`src/hw/epod_params.svh`:
```
// Purpose: Offsets, reset values and limits of the encoder pulse output divider.
// Assumes: Register indices are word indices; the byte address is four times the index.
// Notes: Included by the divider module and by its bench.
`ifndef EPOD_PARAMS_SVH
`define EPOD_PARAMS_SVH
`define EPOD_IDX_DIR 16'h2300
`define EPOD_IDX_NUM 16'h230B
`define EPOD_IDX_DEN 16'h230C
`define EPOD_IDX_SETUP 16'h2310
`define EPOD_IDX_STATUS 16'h2311
`define EPOD_IDX_COUNT 16'h2312
`define EPOD_RST_DIR 8'h00
`define EPOD_RST_RATIO 32'h0000_0001
`define EPOD_RATIO_MIN 32'h0000_0001
`define EPOD_RATIO_MAX 32'h0080_00C8
`define EPOD_SETUP_GO 0
`define EPOD_ST_SERVO_ON 0
`define EPOD_ST_CLAMPED 1
`endif

```
`src/hw/epod_pkg.sv`:
```
// Purpose: Types shared by the encoder pulse output divider.
// Assumes: Nothing beyond SystemVerilog packages.
// Notes: AXI response codes and the differential pair carrier live here.
package epod_pkg;
  typedef enum logic [1:0] {
    EPOD_RESP_OKAY = 2'h0,
    EPOD_RESP_SLVERR = 2'h2
  } epod_resp_t;
  typedef struct packed {
    logic pos;
    logic neg;
  } epod_diff_t;
  typedef enum logic [1:0] {
    EPOD_W_IDLE = 2'h1,
    EPOD_W_RESP = 2'h2
  } epod_wstate_t;
endpackage : epod_pkg

```
`src/hw/epod_top.sv`:
```
// Purpose: Scales the motor encoder edge stream by numerator/denominator and re-drives it as quadrature.
// Assumes: aclk 20 MHz, aresetn synchronous active low, servo_on and enc_ppr from same-clock logic.
// Notes: Registers over AXI4-Lite; encoder pins pass two flip-flops before decoding.
// Behaviour
// - Output count equals input times num/den, or equals input when num exceeds den.
// - Numerator is 32-bit, range one to 8388808.
// - Denominator same range, never zero.
// - Never more output pulses than input pulses.
// - Select zero: A leads B forward.
// - Select one: B leads A forward.
// - Direction select byte accepts zero or one.
// - Auto setup loads both with encoder count.
// - Two channels A, B, complementary pairs.
`include "epod_params.svh"
module epod_top #(
  parameter int RATIO_W = 24
) (
  // Clock and reset.
  input wire logic aclk,
  input wire logic aresetn,
  // AXI4-Lite write channels.
  input wire logic [15:0] awaddr,
  input wire logic awvalid,
  output logic awready,
  input wire logic [31:0] wdata,
  input wire logic [3:0] wstrb,
  input wire logic wvalid,
  output logic wready,
  output logic [1:0] bresp,
  output logic bvalid,
  input wire logic bready,
  // AXI4-Lite read channels.
  input wire logic [15:0] araddr,
  input wire logic arvalid,
  output logic arready,
  output logic [31:0] rdata,
  output logic [1:0] rresp,
  output logic rvalid,
  input wire logic rready,
  // Drive state and attached encoder.
  input wire logic servo_on,
  input wire logic [31:0] enc_ppr,
  input wire logic enc_a_in,
  input wire logic enc_b_in,
  // Quadrature line-driver outputs.
  output epod_pkg::epod_diff_t quad_out_phase_a_pair,
  output epod_pkg::epod_diff_t quad_out_phase_b_pair
);
  import epod_pkg::*;

  if (RATIO_W < 24 || RATIO_W > 31) begin : g_chk
    $error("RATIO_W must be between 24 and 31");
  end

  logic [7:0] output_direction_select;
  logic [31:0] ratio_numerator;
  logic [31:0] ratio_denominator;
  logic [31:0] out_count;
  logic [RATIO_W:0] acc;
  logic a_s1, a_s2, a_s3, b_s1, b_s2, b_s3;
  logic in_step, in_fwd, out_step, out_fwd;
  logic [1:0] phase;
  logic [RATIO_W:0] eff_num, next_acc;
  logic aw_got, w_got;
  logic [15:0] aw_idx;
  logic [31:0] w_val;
  logic [3:0] w_be;
  logic [31:0] merged;
  logic wr_fire, wr_ok, ratio_wr, setup_ok;
  epod_wstate_t wstate;

  // Encoder pins are asynchronous; the first stage feeds only the second.
  always_ff @(posedge aclk) begin
    if (!aresetn) begin
      a_s1 <= 1'b0;
      a_s2 <= 1'b0;
      a_s3 <= 1'b0;
      b_s1 <= 1'b0;
      b_s2 <= 1'b0;
      b_s3 <= 1'b0;
    end else begin
      a_s1 <= enc_a_in;
      a_s2 <= a_s1;
      a_s3 <= a_s2;
      b_s1 <= enc_b_in;
      b_s2 <= b_s1;
      b_s3 <= b_s2;
    end
  end

  // One legal edge of either channel is one encoder count; a double change is dropped.
  assign in_step = (a_s2 ^ a_s3) ^ (b_s2 ^ b_s3);
  assign in_fwd = a_s2 ^ b_s3;

  // A numerator above the denominator is clamped to a ratio of one.
  assign eff_num = (ratio_numerator > ratio_denominator) ? ratio_denominator[RATIO_W:0] :
    ratio_numerator[RATIO_W:0];
  assign next_acc = acc + eff_num;

  always_ff @(posedge aclk) begin
    if (!aresetn) begin
      acc <= '0;
      out_step <= 1'b0;
      out_fwd <= 1'b0;
    end else begin
      out_step <= 1'b0;
      if (ratio_wr) begin
        acc <= '0;
      end else if (in_step) begin
        out_fwd <= in_fwd;
        if (next_acc >= ratio_denominator[RATIO_W:0]) begin
          acc <= next_acc - ratio_denominator[RATIO_W:0];
          out_step <= 1'b1;
        end else begin
          acc <= next_acc;
        end
      end
    end
  end

  // Phase counts up for forward motion; mapping below makes A lead B when select bit 0 is clear, B lead A when set.
  always_ff @(posedge aclk) begin
    if (!aresetn) begin
      phase <= 2'h0;
      out_count <= 32'h0000_0000;
    end else if (out_step) begin
      phase <= out_fwd ? phase + 2'h1 : phase - 2'h1;
      out_count <= out_count + 32'h0000_0001;
    end
  end

  always_ff @(posedge aclk) begin
    if (!aresetn) begin
      quad_out_phase_a_pair <= '{pos: 1'b0, neg: 1'b1};
      quad_out_phase_b_pair <= '{pos: 1'b0, neg: 1'b1};
    end else if (output_direction_select[0]) begin
      quad_out_phase_a_pair <= '{pos: phase[1], neg: ~phase[1]};
      quad_out_phase_b_pair <= '{pos: phase[1] ^ phase[0], neg: ~(phase[1] ^ phase[0])};
    end else begin
      quad_out_phase_a_pair <= '{pos: phase[1] ^ phase[0], neg: ~(phase[1] ^ phase[0])};
      quad_out_phase_b_pair <= '{pos: phase[1], neg: ~phase[1]};
    end
  end

  // Write address and data are latched independently, then applied together.
  assign awready = !aw_got && wstate == EPOD_W_IDLE;
  assign wready = !w_got && wstate == EPOD_W_IDLE;
  assign wr_fire = aw_got && w_got && wstate == EPOD_W_IDLE;

  always_comb begin
    for (int i = 0; i < 4; i++) begin
      merged[i*8 +: 8] = w_be[i] ? w_val[i*8 +: 8] : 8'h00;
    end
  end

  always_comb begin
    wr_ok = 1'b0;
    ratio_wr = 1'b0;
    setup_ok = 1'b0;
    if (wr_fire && !servo_on) begin
      case (aw_idx)
        `EPOD_IDX_DIR: wr_ok = merged <= 32'h0000_0001;
        `EPOD_IDX_NUM, `EPOD_IDX_DEN: begin
          wr_ok = merged >= `EPOD_RATIO_MIN && merged <= `EPOD_RATIO_MAX;
          ratio_wr = wr_ok;
        end
        `EPOD_IDX_SETUP: begin
          setup_ok = merged[`EPOD_SETUP_GO] && enc_ppr >= `EPOD_RATIO_MIN && enc_ppr <= `EPOD_RATIO_MAX;
          wr_ok = setup_ok || !merged[`EPOD_SETUP_GO];
          ratio_wr = setup_ok;
        end
        default: wr_ok = 1'b0;
      endcase
    end
  end

  always_ff @(posedge aclk) begin
    if (!aresetn) begin
      aw_got <= 1'b0;
      w_got <= 1'b0;
      aw_idx <= 16'h0000;
      w_val <= 32'h0000_0000;
      w_be <= 4'h0;
    end else begin
      if (awvalid && awready) begin
        aw_got <= 1'b1;
        aw_idx <= {2'h0, awaddr[15:2]};
      end else if (wr_fire) begin
        aw_got <= 1'b0;
      end
      if (wvalid && wready) begin
        w_got <= 1'b1;
        w_val <= wdata;
        w_be <= wstrb;
      end else if (wr_fire) begin
        w_got <= 1'b0;
      end
    end
  end

  always_ff @(posedge aclk) begin
    if (!aresetn) begin
      wstate <= EPOD_W_IDLE;
      bvalid <= 1'b0;
      bresp <= EPOD_RESP_OKAY;
    end else begin
      case (wstate)
        EPOD_W_IDLE: begin
          if (wr_fire) begin
            wstate <= EPOD_W_RESP;
            bvalid <= 1'b1;
            bresp <= wr_ok ? EPOD_RESP_OKAY : EPOD_RESP_SLVERR;
          end
        end
        EPOD_W_RESP: begin
          if (bready) begin
            wstate <= EPOD_W_IDLE;
            bvalid <= 1'b0;
          end
        end
        default: begin
          wstate <= EPOD_W_IDLE;
          bvalid <= 1'b0;
        end
      endcase
    end
  end

  // Settings are accepted only while the servo is off and the value is in range.
  always_ff @(posedge aclk) begin
    if (!aresetn) begin
      output_direction_select <= `EPOD_RST_DIR;
      ratio_numerator <= `EPOD_RST_RATIO;
      ratio_denominator <= `EPOD_RST_RATIO;
    end else if (wr_ok) begin
      if (setup_ok) begin
        ratio_numerator <= enc_ppr;
        ratio_denominator <= enc_ppr;
      end else if (aw_idx == `EPOD_IDX_DIR) begin
        output_direction_select <= merged[7:0];
      end else if (aw_idx == `EPOD_IDX_NUM) begin
        ratio_numerator <= merged;
      end else if (aw_idx == `EPOD_IDX_DEN) begin
        ratio_denominator <= merged;
      end
    end
  end

  assign arready = !rvalid;

  always_ff @(posedge aclk) begin
    if (!aresetn) begin
      rvalid <= 1'b0;
      rdata <= 32'h0000_0000;
      rresp <= EPOD_RESP_OKAY;
    end else if (arvalid && arready) begin
      rvalid <= 1'b1;
      rresp <= EPOD_RESP_OKAY;
      case ({2'h0, araddr[15:2]})
        `EPOD_IDX_DIR: rdata <= {24'h00_0000, output_direction_select};
        `EPOD_IDX_NUM: rdata <= ratio_numerator;
        `EPOD_IDX_DEN: rdata <= ratio_denominator;
        `EPOD_IDX_SETUP: rdata <= 32'h0000_0000;
        `EPOD_IDX_STATUS: rdata <= {30'h0000_0000, ratio_numerator > ratio_denominator, servo_on};
        `EPOD_IDX_COUNT: rdata <= out_count;
        default: begin
          rdata <= 32'h0000_0000;
          rresp <= EPOD_RESP_SLVERR;
        end
      endcase
    end else if (rready) begin
      rvalid <= 1'b0;
    end
  end
endmodule : epod_top

```
`config.mk`:
```
export PLATFORM = sky130hd
export DESIGN_NAME = epod_top
export DESIGN_NICKNAME = d
export VERILOG_FILES = /design/src/hw/epod_pkg.sv /design/src/hw/epod_top.sv
export VERILOG_INCLUDE_DIRS = /design/src /design/src/hw
export SDC_FILE = /design/constraint.sdc
export NUM_CORES = 1
export LEC_CHECK = 0
export ABC_AREA = 1
export BUFFER_PORTS_ARGS = -buffer_cell sky130_fd_sc_hd__buf_2
export CORE_MARGIN = 4
export CORE_UTILIZATION = 40
export DETAILED_ROUTE_END_ITERATION = 6
export PLACE_DENSITY = 0.65
export SETUP_SLACK_MARGIN = 0.2
export SLEW_MARGIN = 20
export SYNTH_ARGS = -nofsm -noshare
export SYNTH_HDL_FRONTEND = slang
export SYNTH_SLANG_ARGS = --single-unit
```
`constraint.sdc`:
```
create_clock -name aclk -period 11.3 [get_ports aclk]
set_clock_uncertainty 0.15 [all_clocks]
set_input_delay 0 -clock aclk [delete_from_list [all_inputs] [get_ports aclk]]
set_output_delay 0 -clock aclk [all_outputs]
set_load 0.02 [all_outputs]
```
Word level (Yosys, flattened, before mapping)
Index checks and enable logic that the tools add are counted.
{ "word_totals": {"input_bits": 110, "output_inout_bits": 45, "reg_bits": 235, "elab_cells": 137} }
{ "op_classes": {"n_eq_ne": 16, "bitwise": 11, "mux": 37, "n_addsub": 5, "reduce_logical": 32, "magnitude_cmp": 7} }
{ "op_table": {"columns": ["operator", "n"], "rows": [
  ["32-bit two-way mux", 7],
  ["32-bit one-hot mux with 5 select lines", 1],
  ["14-bit == test, second input constant", 10],
  ["32-bit by 1-bit >= comparator with 1-bit output, second input constant", 2],
  ["32-bit by 24-bit less-or-equal comparator with 1-bit output, second input constant", 2],
  ["25-bit two-way mux", 2],
  ["32-bit by 1-bit adder with 32-bit output, second input constant", 1],
  ["32-bit greater-than comparator", 1],
  ["32-bit by 1-bit less-or-equal comparator with 1-bit output, second input constant", 1],
  ["8-bit two-way mux", 4],
  ["25-bit adder", 1],
  ["25-bit >= comparator", 1],
  ["25-bit subtractor", 1],
  ["2-bit two-way mux", 7],
  ["1-bit two-way mux", 12],
  ["1-bit logical AND", 11],
  ["2-bit nonzero test", 5],
  ["2-bit != test, second input constant", 4],
  ["1-bit inverter", 6],
  ["2-bit AND reduction", 3],
  ["3-bit AND reduction", 2],
  ["6-bit OR reduction", 1],
  ["1-bit zero test", 5],
  ["1-bit bitwise XOR", 5],
  ["11 further kinds", 13]
]} }

Logic depth before layout (Yosys ltp)
{ "depth": {"word_depth": 7, "depth_mapped": 42} }

Least setup slack after synthesis
No wires, ideal clock.
{ "synth_path": {"path_kind": "flip-flop to flip-flop", "start": "register ratio_denominator[23]", "end": "register acc[11]", "stages_incl_launch_ff": 31, "setup_ns": 0.122, "arrival_ns": 4.745, "setup_slack_ns": 6.283, "required_ns": 11.029, "synth_period_minus_slack_ns": 5.017, "n_path_buf": 3, "path_cell_list": "dfxtp_1 > inv_1 > ha_1 > nand2_1 > nor2_1 > nand4_1 > nor2_1 > nand4_1 > nand2_1 > clkbuf_1 > clkbuf_1 > nand2_1 > o21ai_0 > ha_1 > a21oi_1 > a21boi_0 > inv_1 > a31oi_1 > o21ai_0 > xnor2_1 > inv_1 > ha_1 > nand4_1 > nor3_1 > nand3_1 > and3_1 > nand2_2 > inv_2 > clkbuf_1 > o21ai_0 > a21oi_1"} }
{ "synth_between": {"elab_chain_cells": 5, "word_cells_on_any_way": 6} }
{ "synth_lines": {"columns": ["item", "line", "text"], "rows": [
  ["start, declared", "epod_top.sv:57", "logic [31:0] ratio_denominator;"],
  ["start signal, assigned", "epod_top.sv:234", "ratio_denominator <= `EPOD_RST_RATIO;"],
  ["start signal, assigned", "epod_top.sv:238", "ratio_denominator <= enc_ppr;"],
  ["start signal, assigned", "epod_top.sv:244", "ratio_denominator <= merged;"],
  ["32-bit greater-than comparator", "epod_top.sv:96", "assign eff_num = (ratio_numerator > ratio_denominator) ? ratio_denominator[RATIO_W:0] :"],
  ["25-bit two-way mux", "epod_top.sv:96", null],
  ["25-bit adder", "epod_top.sv:98", "assign next_acc = acc + eff_num;"],
  ["25-bit subtractor or 25-bit >= comparator (tied branches)", "epod_top.sv:112, epod_top.sv:111", null],
  ["25-bit two-way mux (*)", "epod_top.sv:111", "if (next_acc >= ratio_denominator[RATIO_W:0]) begin"],
  ["end signal, assigned", "epod_top.sv:112", "acc <= next_acc - ratio_denominator[RATIO_W:0];"],
  ["end signal, assigned", "epod_top.sv:115", "acc <= next_acc;"],
  ["end, declared", "epod_top.sv:59", "logic [RATIO_W:0] acc;"]
]} }
Every way passes the cells marked *; elsewhere a longest branch is shown, timed or not.
A chain may end at the register's enable or synchronous reset.

Final worst setup path
{ "layout_path": {"start": "register ratio_denominator[23]", "end": "register acc[24]"} }
Same word-level chain as after synthesis.

==> qor.yml <==
outcome:
  status: "finished with violations"
  failed_checks: "negative hold slack"
finish:
  nets: 2664
  fin_util_pct: 50.1
  syn2layout_area_growth_pct: 22.9
  nFillCells: 3482
  drive_above_1_share_pct: 9.88
flow_run:
  cap_viol_max_count: 0
hold_path:
  hp-start: "araddr[15]"
  hp-class: "input pin to register"
  hold_path_end: "rdata[1]"
  min_path_cells: 7
route:
  totalWireLength_um: 46800
  first_iter_violations: 1006
  vias_per_cell: 5.17
  detail-route-antenna-nets: 0
  remaining_drc_errors: 0
  dr.pass1.iters: 5
  vias: 15300
  wl_per_cell_um: 15.9
timing:
  rsz0062_at_grt: "no"
  finalCritPeriodShare_pct: 60.3
  finalHoldViolCount: 1
  setup_slack_ns: 4.49
  setup_viol: 0
  slew_viol_final: 0
  worst_pin_slew_ns: 0.996
  tns_ns: 0
  clock.fmax_mhz: 147
  hold_ws_ns: -0.0147
  period_needed_ns: 6.81
  relSlewSlack_pct: 33.2
worst_setup_path:
  regToRegStartpoint: "ratio_denominator[23]"
  worstReg2RegEnd: "acc[24]"
  critPathRequiredTime_ns: 11.55
  cp_slowest_cell: "nor3_1"
  rrSetupSlack_ns: 4.49
  cp_common_cell: "nand2_1"
  critPathLaunchType: "register"
  worst-endpoint-arrival_ns: 7.06
  crit_type: "register to register"
  r2r_cells: 34
  end_kind: "register"
  cp_max_fo: 51
  slowest_delay_ns: 0.42
logic_synthesis:
  synth_most_common_cell: "nand2_1"
  syn_inst: 2230
  synthArstFlopShare_pct: 0
  ys_ff_latch: 232
  netlist_top_cells_count: "459 x nand2_1, 329 x inv_1, 280 x nor2_1, 232 x dfxtp_1, 208 x o21ai_0"
  ys.warnings.count: 0
  synth_area_leaders: "dfxtp_1 32%, nand2_1 12%, inv_1 8.5%, nor2_1 7.2%, o21ai_0 7.2%"
  synth_cell_types: 56
  ys_seq_area_share_pct: 32.0
  syn-cell-area_mm2: 0.0145
  synth_top_area_share_pct: 32.0
  synth_ff_type: "dfxtp_1"
  synth_edf_count: 0
  synth_top_cell_by_area: "dfxtp_1"
  avgSynthCellArea_um2: 6.51
floorplanning:
  dieArea_mm2: 0.0394
  coreArea_mm2: 0.0357
  start_util_pct: 40.7
  die_w_um: 199
  ios: 155
  die_height_um: 199
  num_rows: 69
clock_tree:
  post-cts-setup-buffers: 0
  cts-root-buf: "clkbuf_16"
  clock_sinks: 232
  cts_tree: "yes"
  clkLatencyLatePin_ns: 0.56
  cts_htree_levels: 1
  clk_path_buf_depth: 3
  numCtsBuffers: 27
  clk_pin_slew_ns: 0.06
grt:
  grt_pass1_vias: 14800
  grt_usage_pct: 23.1
  grt_pass1_wl_um: 74800
  grt_overflow: 0
  antenna_found_initial: 1
  grt_max_degree: 95
power:
  ir_drop_mv: 0.119
  leakage_nw: 8.27
  p_per_area_mw_per_mm2: 177
placed_design:
  io_buffers: 148
  dpl.hpwl_um: 34200
  placement.setup.worst_slack_ns: 4.61
  place.gp.congestion: 0.930
registers in the layout, summed over array words and instances, names as in the netlist, 2 cells and up:
register and flops:
acc 25, aw_idx 14, out_count 32, output_direction_select 8, phase 2, quad_out_phase_a_pair 2, quad_out_phase_b_pair 2, ratio_denominator 32
ratio_numerator 32, rdata 32, w_be 4, w_val 32
per-stage QoR:
step | std cells | power, mW | area (µm²)
CTS | 2950 | 3.16 | 17800
floorplan | 2231 | 1.87 | 14500
finish | 2951 | 3.17 | 17800
global placement | 2766 | 2.16 | 15500
detailed placement | 2766 | 2.18 | 15500
global route | 2951 | 3.39 | 17800
cell families (layout without fill, tap and decap cells):
group                    count (synthesis)  in the layout  share of synthesized area, %
flip-flops                             232            232                          32.0
other                                    1              3                        0.0258
XOR/XNOR                                48             48                          2.89
adder cells (fa/ha/maj)                 84             84                          7.34
AND/OR/NAND/NOR                        981            981                          29.0
buffers and inverters                  421            679                          11.5
AO/OA/AOI/OAI                          463            463                          17.4
worst max-delay path, delay by kind of cell (launching register included):
family                     cells  cell delay (ns)
AOI/OAI and AO/OA              3             0.43
xor gates and xnor gates       1             0.21
adders and majority gates      4             1.26
buffers and inverters          4             0.88
DFF                            1             0.31
and+or+nand+nor               22             3.36
report_power, final:
part / leakage, nW / switching, mW / total [mW] / internal (mW)
clock network: 0.466 / 0.369 / 0.944 / 0.574
logic: 5.92 / 0.843 / 1.30 / 0.455
registers: 1.89 / 0.0451 / 0.925 / 0.880
per-layer routing:
layer,routed length [µm],track usage [%],share of wire [%]
met2,22200,40.4,47
met1,19900,29.3,43
met3,2640,2.95,5.6
met4,2010,8.59,4.3
met5,0,0,0
layout by cell type, fill, tap and decap left out, drive strengths merged, types with 3 or more instances in the layout:
cell / n
nand3b: 3
xnor2: 21
a31oi: 10
a221oi: 4
a21o: 7
o21ai: 217
o211ai: 5
nand3: 103
xor2: 27
o21a: 5
nand4: 32
a221o: 6
dlygate4sd3: 136
o22ai: 29
nor3: 53
or2: 5
nor2: 290
a21oi: 158
clkinv: 12
dfxtp: 232
o221ai: 4
nand2: 470
o21bai: 6
a211oi: 6
ha: 82
and3: 4
buf: 157
clkbuf: 33
bufinv: 5
nor4: 17
inv: 334
worst max path at each step:
| stage | from | to | slack (ns) | cells after the start |
|---|---|---|---|---|
| after floorplan | ratio_denominator[23] | acc[11] | 6.28 | 30 |
| after global placement | ratio_denominator[23] | acc[24] | 4.56 | 34 |
| after detailed placement | ratio_denominator[31] | acc[24] | 4.61 | 34 |
| after CTS | ratio_denominator[24] | acc[24] | 4.56 | 34 |
| after global routing | ratio_denominator[24] | acc[16] | 3.81 | 33 |
| final | ratio_denominator[23] | acc[24] | 4.49 | 34 |
final cells by class:
type	count	area [µm²]	area share [%]
Antenna cell	1	2.50	0.0140
Timing Repair Buffer	293	2170	12.2
Clock buffer	33	728	4.08
Tap cell	461	577	3.23
Inverter	338	1270	7.11
Multi-Input combinational cell	1578	8230	46.1
Clock inverter	15	228	1.28
Sequential cell	232	4640	26.0
repair_timing:
item | in CTS | in global routing
resized for setup | 0 | 0
hold buffers | 136 | 0
hold endpoints to repair | 134 | 0
Note: power is estimated with default switching activity, not from simulation.
